## config.mk

```make
export PLATFORM = sky130hd
export DESIGN_NAME = acp_port
export DESIGN_NICKNAME = d
export VERILOG_FILES = /design/src/common/acp_pkg.sv /design/src/rtl/acp_port.sv
export SDC_FILE = /design/constraint.sdc
export NUM_CORES = 1
export LEC_CHECK = 0
export ABC_AREA = 1
export ABC_CLOCK_PERIOD_IN_PS = 2150
export BUFFER_PORTS_ARGS = -buffer_cell sky130_fd_sc_hd__buf_2
export CORE_MARGIN = 2
export CORE_UTILIZATION = 35
export CTS_CLUSTER_DIAMETER = 40
export DETAILED_ROUTE_END_ITERATION = 8
export SYNTH_ARGS = -nofsm -noshare
export SYNTH_HDL_FRONTEND = slang
export SYNTH_SLANG_ARGS = --single-unit
```

## constraint.sdc

```tcl
create_clock -name sys_clk_i -period 2.15 [get_ports sys_clk_i]
set_input_delay 0.1075 -clock sys_clk_i [delete_from_list [all_inputs] [get_ports sys_clk_i]]
set_output_delay 0.1075 -clock sys_clk_i [all_outputs]
set_load 0.01 [all_outputs]
```

## src/common/acp_pkg.sv

```systemverilog
/*
 * Shared constants and types for the two-wire A/D conversion port.
 * Assumes a 200 MHz system clock and an analog core that delivers
 * one right-justified result word per conversion.
 */
package acp_pkg;

    // clock and resolution-reduction window
    localparam int ACP_CLK_MHZ      = 200;
    localparam int ACP_WIN_US       = 1000;
    localparam int ACP_WIN_CYC      = ACP_WIN_US * ACP_CLK_MHZ;

    // resolution
    localparam int ACP_RES_MAX      = 16;
    localparam int ACP_MAX_REDUCE   = 6;
    localparam int ACP_RES_W        = 5;
    localparam int ACP_RED_W        = 3;

    // result buffer
    localparam int ACP_FIFO_DEPTH   = 16;

    // channel select codes, upper bit first
    localparam logic [1:0] ACP_SEL_IN1 = 2'h0;
    localparam logic [1:0] ACP_SEL_IN2 = 2'h1;
    localparam logic [1:0] ACP_SEL_IN3 = 2'h2;
    localparam logic [1:0] ACP_SEL_IN4 = 2'h3;

    // one-hot input routes, plus the all-zero no-route value
    localparam logic [3:0] ACP_ROUTE_IN1 = 4'h1;
    localparam logic [3:0] ACP_ROUTE_IN2 = 4'h2;
    localparam logic [3:0] ACP_ROUTE_IN3 = 4'h4;
    localparam logic [3:0] ACP_ROUTE_IN4 = 4'h8;
    localparam logic [3:0] ACP_ROUTE_NONE = 4'h0;

    // data line levels
    localparam logic ACP_LINE_HIGH = 1'b1;
    localparam logic ACP_LINE_LOW  = 1'b0;

    typedef enum logic [1:0] {
        ST_SLEEP,
        ST_WINDOW,
        ST_CONVERT
    } acp_state_t;

endpackage : acp_pkg

```

## src/rtl/acp_port.sv

```systemverilog
/*
 * Two-wire conversion port: result buffer and port controller.
 * Assumes the serial clock and channel pins are asynchronous to
 * sys_clk_i, and that the analog core reads acp_chan_route_o and
 * acp_res_bits_o and pushes a right-justified result word when done.
 */
`timescale 1ns/1ps

module acp_fifo
    import acp_pkg::*;
#(
    parameter int W = ACP_RES_MAX,
    parameter int D = ACP_FIFO_DEPTH
)(
    // clock and reset
    input  wire logic         sys_clk_i,
    input  wire logic         rst_i,
    // fill side
    input  wire logic         in_valid_i,
    input  wire logic [W-1:0] in_data_i,
    output logic              in_ready_o,
    // drain side
    output logic              out_valid_o,
    output logic [W-1:0]      out_data_o,
    input  wire logic         out_ready_i
);
    localparam int PW = $clog2(D);
    localparam int CW = $clog2(D + 1);

    typedef struct packed {
        logic [D-1:0][W-1:0] mem;
        logic [PW-1:0]       wp;
        logic [PW-1:0]       rp;
        logic [CW-1:0]       cnt;
        logic                rdy;
    } acp_fifo_st_t;

    acp_fifo_st_t r;
    acp_fifo_st_t n;
    logic         push;
    logic         pop;

    always_comb
    begin
        n    = r;
        push = in_valid_i && r.rdy;
        pop  = out_ready_i && (r.cnt != '0);
        if (push)
        begin
            n.mem[r.wp] = in_data_i;
            n.wp        = (r.wp == PW'(D - 1)) ? '0 : PW'(r.wp + 1'b1);
        end
        if (pop)
        begin
            n.rp = (r.rp == PW'(D - 1)) ? '0 : PW'(r.rp + 1'b1);
        end
        if (push && !pop)
        begin
            n.cnt = CW'(r.cnt + 1'b1);
        end
        else if (pop && !push)
        begin
            n.cnt = CW'(r.cnt - 1'b1);
        end
        n.rdy = (n.cnt != CW'(D));
    end

    always_ff @(posedge sys_clk_i)
    begin
        if (rst_i)
        begin
            r     <= '0;
            r.rdy <= 1'b1;
        end
        else
        begin
            r <= n;
        end
    end

    assign in_ready_o  = r.rdy;
    assign out_valid_o = (r.cnt != '0);
    assign out_data_o  = r.mem[r.rp];

endmodule : acp_fifo

module acp_port
    import acp_pkg::*;
#(
    parameter int RES_WIN_CYC = ACP_WIN_CYC,
    parameter int FIFO_DEPTH  = ACP_FIFO_DEPTH
)(
    // clock and reset
    input  wire logic                   sys_clk_i,
    input  wire logic                   rst_i,
    // two-wire link pins
    input  wire logic                   ser_clk_i,
    input  wire logic                   chan_sel_hi_i,
    input  wire logic                   chan_sel_lo_i,
    output logic                        serial_result_out_o,
    // analog core control
    output logic                        acp_conv_start_o,
    output logic [3:0]                  acp_chan_route_o,
    output logic [ACP_RES_W-1:0]        acp_res_bits_o,
    // analog core result
    input  wire logic                   result_valid_i,
    input  wire logic [ACP_RES_MAX-1:0] result_data_i,
    output logic                        result_ready_o
);
    localparam int WW = $clog2(RES_WIN_CYC);

    typedef struct packed {
        acp_state_t             st;
        logic                   clk_m;
        logic                   clk_s;
        logic                   clk_p;
        logic [1:0]             sel_m;
        logic [1:0]             sel_s;
        logic [1:0]             sel;
        logic [3:0]             route;
        logic [ACP_RED_W-1:0]   reduce;
        logic [ACP_RES_W-1:0]   res;
        logic [WW-1:0]          win;
        logic                   ack;
        logic                   serial_result_out;
        logic [ACP_RES_MAX-1:0] shreg;
        logic [ACP_RES_W-1:0]   left;
        logic                   start;
    } acp_port_st_t;

    acp_port_st_t           r;
    acp_port_st_t           n;
    logic                   fall;
    logic                   rise;
    logic                   win_end;
    logic                   pop;
    logic                   fifo_valid;
    logic [ACP_RES_MAX-1:0] fifo_data;

    acp_fifo #(
        .W (ACP_RES_MAX),
        .D (FIFO_DEPTH)
    ) u_fifo (
        .sys_clk_i   (sys_clk_i),
        .rst_i       (rst_i),
        .in_valid_i  (result_valid_i),
        .in_data_i   (result_data_i),
        .in_ready_o  (result_ready_o),
        .out_valid_o (fifo_valid),
        .out_data_o  (fifo_data),
        .out_ready_i (pop)
    );

    function automatic logic [3:0] route_of(input logic [1:0] sel);
        case (sel)
            ACP_SEL_IN1: route_of = ACP_ROUTE_IN1;
            ACP_SEL_IN2: route_of = ACP_ROUTE_IN2;
            ACP_SEL_IN3: route_of = ACP_ROUTE_IN3;
            ACP_SEL_IN4: route_of = ACP_ROUTE_IN4;
            default:     route_of = ACP_ROUTE_NONE;
        endcase
    endfunction : route_of

    always_comb
    begin
        n       = r;
        n.start = 1'b0;
        n.clk_m = ser_clk_i;
        n.clk_s = r.clk_m;
        n.clk_p = r.clk_s;
        n.sel_m = {chan_sel_hi_i, chan_sel_lo_i};
        n.sel_s = r.sel_m;
        fall    = r.clk_p && !r.clk_s;
        rise    = !r.clk_p && r.clk_s;
        win_end = (r.win == WW'(RES_WIN_CYC - 1));
        pop     = 1'b0;
        case (r.st)
            ST_SLEEP:
            begin
                if (fall && (r.left != '0))
                begin
                    n.serial_result_out  = r.shreg[ACP_RES_MAX-1];
                    n.shreg = r.shreg << 1;
                    n.left  = ACP_RES_W'(r.left - 1'b1);
                end
                else if (fall)
                begin
                    n.st     = ST_WINDOW;
                    n.start  = 1'b1;
                    n.sel    = r.sel_s;
                    n.route  = route_of(r.sel_s);
                    n.reduce = '0;
                    n.res    = ACP_RES_W'(ACP_RES_MAX);
                    n.win    = '0;
                    n.ack    = 1'b0;
                    n.serial_result_out   = ACP_LINE_LOW;
                end
            end
            ST_WINDOW:
            begin
                n.win = WW'(r.win + 1'b1);
                if (fall && (r.reduce < ACP_RED_W'(ACP_MAX_REDUCE)))
                begin
                    n.reduce = ACP_RED_W'(r.reduce + 1'b1);
                    n.res    = ACP_RES_W'(r.res - 1'b1);
                    n.ack    = 1'b1;
                    n.serial_result_out   = ACP_LINE_HIGH;
                end
                if (rise && r.ack)
                begin
                    n.ack  = 1'b0;
                    n.serial_result_out = ACP_LINE_LOW;
                end
                if (win_end)
                begin
                    n.st   = ST_CONVERT;
                    n.ack  = 1'b0;
                    n.serial_result_out = ACP_LINE_LOW;
                end
            end
            ST_CONVERT:
            begin
                n.serial_result_out = ACP_LINE_LOW;
                if (fifo_valid)
                begin
                    pop     = 1'b1;
                    n.shreg = fifo_data << (ACP_RES_W'(ACP_RES_MAX) - r.res);
                    n.left  = r.res;
                    n.serial_result_out  = ACP_LINE_HIGH;
                    n.st    = ST_SLEEP;
                end
            end
            default:
            begin
                n.st   = ST_SLEEP;
                n.serial_result_out = ACP_LINE_HIGH;
            end
        endcase
    end

    always_ff @(posedge sys_clk_i)
    begin
        if (rst_i)
        begin
            r       <= '0;
            r.st    <= ST_SLEEP;
            r.clk_m <= ACP_LINE_HIGH;
            r.clk_s <= ACP_LINE_HIGH;
            r.clk_p <= ACP_LINE_HIGH;
            r.res   <= ACP_RES_W'(ACP_RES_MAX);
            r.serial_result_out  <= ACP_LINE_HIGH;
        end
        else
        begin
            r <= n;
        end
    end

    assign serial_result_out_o = r.serial_result_out;
    assign acp_conv_start_o    = r.start;
    assign acp_chan_route_o    = r.route;
    assign acp_res_bits_o      = r.res;
endmodule : acp_port

```

==> flow_summary.yaml, run 1 <==
job:
  maxCapViolations: 0
pwr:
  share_comb_of_total_power_pct: 8.4
  swShare_pct: 26.3
  clkPwrFrac_pct: 50.2
  power.leakage_nw: 7.41
  ir_drop_mv: 0.746
  p_int_w: 0.0113
  power.switching_w: 0.00404
  p_seq_share_pct: 41.4
  p_per_area_nw_per_um2: 819
clock_tree:
  clock_latency_ps: 560
  h-tree-depth: 2
  clkTransAtPathRegs_ps: 60
  cts_tree: "done"
  cts_inserted_buffers: 48
  cts.sinks: 333
  cts_root_buffer: "clkbuf_16"
  clk_path_buf_depth: 3
sta:
  slew_viol_final: 0
  finalCritPeriodShare_pct: 95.5
  max_slew.worst_pin.slew_ps: 781
  holdWs_ps: 39.3
  setup-violations-final: 0
  hold_viol_final: 0
  clock_skew_ps: 19.4
  max_slew_margin_pct: 47.9
  fmax_mhz: 487
  setup_ws_ps: 96.0
  fin_crit_ps: 2050
  rsz0062_at_grt: "true"
  setup_tns_ps: 0
yosys:
  synth_seq_cells: 333
  yosysSeqAreaShare_pct: 42.7
  synth.most_common_cell: "dfxtp_1"
  netlist.area_leader.share_pct: 42.7
  yosys_warnings: 0
  synth_area_leaders: "dfxtp_1, o21ai_0, nand3_1"
  synth_top_area_cell: "dfxtp_1"
  syn-cell-area_sq_um: 15600
  synthDistinctLibCells: 43
  syn_area_per_cell_sq_um: 6.91
  synth_nets: 2294
  synth_commonest_cells: "dfxtp_1, o21ai_0, nand2_1"
  synth_edf_count: 0
  synth_ff_type: "dfxtp_1"
  synthArstFlopShare_pct: 0
  synth_cells: 2260
detailed_routing:
  via_per_inst: 5.14
  route.vias.total: 15000
  drc: 0
  wl_met1_um: 20900
  drtIter0Drc: 1277
  wl_met2_um: 22400
  drt_wl_total_um: 48100
  wl_per_cell_um: 16.5
  dr.pass1.iters: 6
  wl_met3_um: 3080
  ant_nets: 0
  maxUsedRoutingLayer: "met4"
global_route:
  grt_usage_pct: 20.0
  antenna_found_initial: 1
  first_global_vias: 14000
  grt_pass1_wl_um: 75300
  overflow: 0
  grt_max_degree: 82
placement:
  dp.cells: 2786
  dp_slack_ps: -131
  hpwlAfterDp_um: 29600
  place.gp.congestion: 0.857
  post_dp_cell_area_sq_um: 16400
  io_buffers: 33
setup_path:
  cp-end-kind: "register"
  setup.worst_path.start_class: "register"
  criticalPathCategory: "reg -> reg"
  required_ps: 2640
  cpMaxStageDelayCell: "dfxtp_4"
  cpMostUsedCell: "nand3_1"
  crit_buf_inv: 3
  path_cells: "inv_6, buf_12, buf_4, nand2_1, nand3_1, nand3_1, nand3_1, nand3_2, nand3_1, nand3_1, nand3_1, a21oi_1"
  critPathArrivalTime_ps: 2550
  slowest_delay_ps: 510
  cp_top_family: "simple AND/OR/NAND/NOR gates"
  path_max_fanout: 14
cells_and_area:
  nNetsFinal: 2316
  final_cells: 2912
  area_growth_pct: 20.1
  drive_gt1_share_pct: 12.6
  fin_area_sq_um: 18800
floorplan:
  die_h_um: 215
  die_w_um: 215
  start_util_pct: 35.4
  io_pins: 34
  num_rows: 77
  core_sq_um: 44100
  die-area_sq_um: 46300
worst_hold_path:
  hp-class: "in -> reg"
outcome:
  outcome: "finished, final reports clean"
-- layer usage --
metal | vias up | GRT usage (%)
li1 | 7481 | -
met4 | 0 | 7.89
met2 | 435 | 33.6
met3 | 108 | 3.44
met1 | 6946 | 25.6
met5 | - | 0
-- worst paths after layout --
path                     startpoint            end  slack (ps)  cells past startpoint
hold / removal    result_data_i[13]  u_fifo.r[187]          40                      3
hold reg to reg               n[57]          r[57]         400                      2
setup / recovery        u_fifo.r[6]          r[14]         100                     12
setup reg to reg        u_fifo.r[6]          r[14]         100                     12
-- stage by stage --
| stage | util [%] | total power (W) |
|---|---|---|
| after floorplan | - | 0.00729 |
| after global placement | 37.2 | 0.00765 |
| after detailed placement | 37.2 | 0.00767 |
| after CTS | 41.3 | 0.0154 |
| after global routing | 42.5 | 0.0159 |
| final | 42.5 | 0.0154 |
-- power by group through the flow --
stage	Combinational (W)	Clock, W	Sequential, W
floorplan	0.000812	0	0.00647
global placement	0.00117	0	0.00649
detailed placement	0.00118	0	0.00649
CTS	0.00122	0.00784	0.00636
global route	0.00145	0.00812	0.00637
finish	0.00130	0.00771	0.00636
-- registers in the layout (all words and copies together) (netlist names) --
register	count
u_fifo.r	269
n	4
u_fifo.in_ready_o	1
acp_res_bits_o	5
acp_chan_route_o	4
serial_result_out_o	1
r	48
acp_conv_start_o	1
-- placed cells by master, fill, tap and decap left out, drive strengths merged, types with 3 or more instances in the layout --
master       instances
dfxtp              333
o21ai              325
nand2              299
inv                287
nand3              269
a21oi              252
nor2               234
buf                108
clkbuf              60
o211ai              29
dlygate4sd3         21
clkinv              18
nand4               13
ha                  12
clkinvlp            11
nor3                 9
xor2                 8
nor4                 5
a32o                 4
or2                  4
o21a                 3
-- worst register-to-register path, cell delays in order (launching register included) --
cell and delay [ps]:
dfxtp_4 510, inv_6 120, buf_12 170, buf_4 160, nand2_1 60, nand3_1 60
nand3_1 130, nand3_1 150, nand3_2 110, nand3_1 100, nand3_1 110, nand3_1 150
a21oi_1 160
-- repair_timing --
action | 4_1_cts | 5_1_grt
hold buffers | 21 | 0
setup endpoints to repair | 24 | 60
endpoints found under the hold margin | 69 | 0
pin swaps | 0 | 6
gates cloned | 1 | 6
setup buffers | 0 | 10
gates resized for setup | 4 | 64
-- final cells by class --
| class | instances | area, sq um |
|---|---|---|
| well taps | 592 | 741 |
| clock inverters | 33 | 295 |
| multi-input cells | 1479 | 7360 |
| inverters | 284 | 1080 |
| repair inverters | 1 | 7.51 |
| flip-flops and latches | 333 | 6670 |
| diodes | 1 | 2.50 |
| repair buffers | 135 | 1310 |
| fillers | 4576 | 25400 |
| clock buffers | 54 | 1280 |
-- kinds of logic after synthesis --
family | synth area share [%]
AO/OA/AOI/OAI | 20.8
XOR/XNOR | 0.561
adder cells (fa/ha/maj) | 0.961
buffers and inverters | 11.7
flip-flops | 42.7
multiplexers | 0.0641
AND/OR/NAND/NOR | 23.2
Power figures use the tool's default switching activity.
==> run 2: changes to the inputs <==
MAX_ROUTING_LAYER = met4   (was not set)
==> flow_summary.yaml, run 2 (synthesized netlist as in run 1, its figures left out) <==
cells_and_area:
  layout_commonest_cell: "dfxtp_1"
  nFillCells: 4590
  largest_reg_flops: 269
  top_register: "u_fifo.r"
  final_cell_mix: "dfxtp_1, o21ai_0, nand2_1"
  drive_gt1_share_pct: 10.9
  area_growth_pct: 19.3
  antenna_cells: 0
  nNetsFinal: 2306
global_route:
  grt_pass1_wl_um: 76700
  overflow: 0
  grt_usage_pct: 21.0
  use_met1_pct: 26.3
  grt_use_met3_pct: 2.75
  met2_usage_pct: 34.7
  antenna_found_initial: 2
  first_global_vias: 14200
  grt_busiest_layer: "met2"
  grt_max_degree: 74
clock_tree:
  cts_inserted_buffers: 49
  clock_latency_ps: 580
  cts.sinks: 333
  cts_root_buffer: "clkbuf_16"
  cts_tree: "done"
  clkTransAtPathRegs_ps: 60
  h-tree-depth: 2
  clk_path_buf_depth: 3
setup_path:
  required_ps: 2590
  rr_worst_depth: 8
  critPathArrivalTime_ps: 2560
  r2r-end: "u_fifo.r[94]"
  setup.worst_path.start_class: "register"
  r2r_slack_ps: 30
  path_max_fanout: 24
  criticalPathCategory: "reg -> reg"
  timing.rr.start: "u_fifo.r[11]"
  cp-end-kind: "register"
sta:
  fmax_mhz: 473
  hold_viol_final: 0
  rsz0062_at_grt: "true"
  finalCritPeriodShare_pct: 98.4
  holdWs_ps: 38.8
  clock_skew_ps: 15.9
  setup_ws_ps: 33.7
  max_slew.worst_pin.slew_ps: 878
  setup-violations-final: 0
  slew_viol_final: 0
  max_slew_margin_pct: 41.2
  fin_crit_ps: 2120
placement:
  io_buffers: 33
  place.gp.congestion: 0.875
  hpwlAfterDp_um: 29400
  dp_slack_ps: -39.9
pwr:
  ir_drop_mv: 0.575
  p_seq_share_pct: 39.8
  clkPwrFrac_pct: 52.3
  swShare_pct: 25.6
  p_int_w: 0.0119
  p_per_area_nw_per_um2: 858
  power.leakage_nw: 7.37
  share_comb_of_total_power_pct: 8.0
  power.switching_w: 0.00409
worst_hold_path:
  holdPathStages: 3
  worstHoldStart: "result_data_i[3]"
  hp-class: "in -> reg"
  whs_endpoint: "u_fifo.r[97]"
detailed_routing:
  drc: 0
  dr.pass1.iters: 5
  ant_nets: 0
  route.vias.total: 14900
  drt_wl_total_um: 47700
  drtIter0Drc: 1206
  wl_per_cell_um: 16.4
  via_per_inst: 5.13
floorplan:
  io_pins: 34
  die-area_sq_um: 46300
  num_rows: 77
  start_util_pct: 35.4
  die_h_um: 215
  die_w_um: 215
  core_sq_um: 44100
job:
  maxCapViolations: 0
outcome:
  outcome: "finished, final reports clean"
run 2: cell count changes in the layout (fill, tap and decap cells not counted), moves of 5 or more:
cell / previous run / this run
nand3_1: 227 / 254
nand3_2: 40 / 14
buf_4: 59 / 46
buf_12: 11 / 20
bufinv_16: 2 / 7
clkbuf_1: 1 / 6
o21ai_0: 314 / 319
o21ai_1: 11 / 6
run 2: metrics by stage:
| step | util, % | power (W) | TNS (ps) | cell area [sq um] | std cells |
|---|---|---|---|---|---|
| global route | 42.2 | 0.0166 | -1430 | 18600 | 2904 |
| finish | 42.2 | 0.0160 | 0 | 18600 | 2904 |
| floorplan | - | 0.00729 | 0 | 15600 | 2260 |
| detailed placement | 37.3 | 0.00769 | -164 | 16500 | 2782 |
| global placement | 37.3 | 0.00767 | 0 | 16500 | 2782 |
| CTS | 41.7 | 0.0161 | 0 | 18400 | 2895 |
run 2: area by class of cell:
type,instances,area [sq um],area share (%)
Timing Repair Buffer,124,1220,6.56
Clock inverter,33,424,2.28
Tap cell,592,741,3.97
Inverter,284,1080,5.81
Multi-Input combinational cell,1479,7200,38.6
Sequential cell,333,6670,35.8
Clock buffer,58,1290,6.92
Timing Repair inverter,1,7.51,0.0403
run 2: critical path: stages (launching register included):
cell     delay [ps]
dfxtp_1         340
inv_1           120
ha_1            150
nand2_1         120
nor2_1          690
inv_1            90
buf_4           260
o21ai_0         170
a21oi_1          60
run 2: power by group through the flow:
stage	sequential, W	combinational, W	clock (W)
2_1_floorplan	0.00647	0.000812	0
3_3_place_gp	0.00649	0.00119	0
3_5_place_dp	0.00649	0.00120	0
4_1_cts	0.00636	0.00124	0.00848
5_1_grt	0.00637	0.00142	0.00878
6_report	0.00636	0.00128	0.00836
run 2: worst max path at each step:
| stage | startpoint | endpoint |
|---|---|---|
| after floorplan | acp_res_bits_o[0] | r[20] |
| after detailed placement | u_fifo.r[11] | u_fifo.r[34] |
| after global placement | u_fifo.r[11] | u_fifo.r[34] |
| final | u_fifo.r[11] | u_fifo.r[94] |
| after global routing | u_fifo.in_ready_o | u_fifo.r[37] |
| after CTS | u_fifo.r[11] | u_fifo.r[94] |
run 2: repair_timing:
action                                  CTS  global route
gates cloned                              1             3
pin swaps                                 0             0
hold buffers                             21             0
buffers inserted                          0             6
hold endpoints to repair                 95             0
gates resized for setup                   3            22
endpoints found under the setup margin    4            59
run 2: metal layers:
metal	vias to the layer above	wire, um
li1	7450	-
met4	0	1270
met3	87	2500
met1	6962	21200
met5	-	0
met2	386	22800
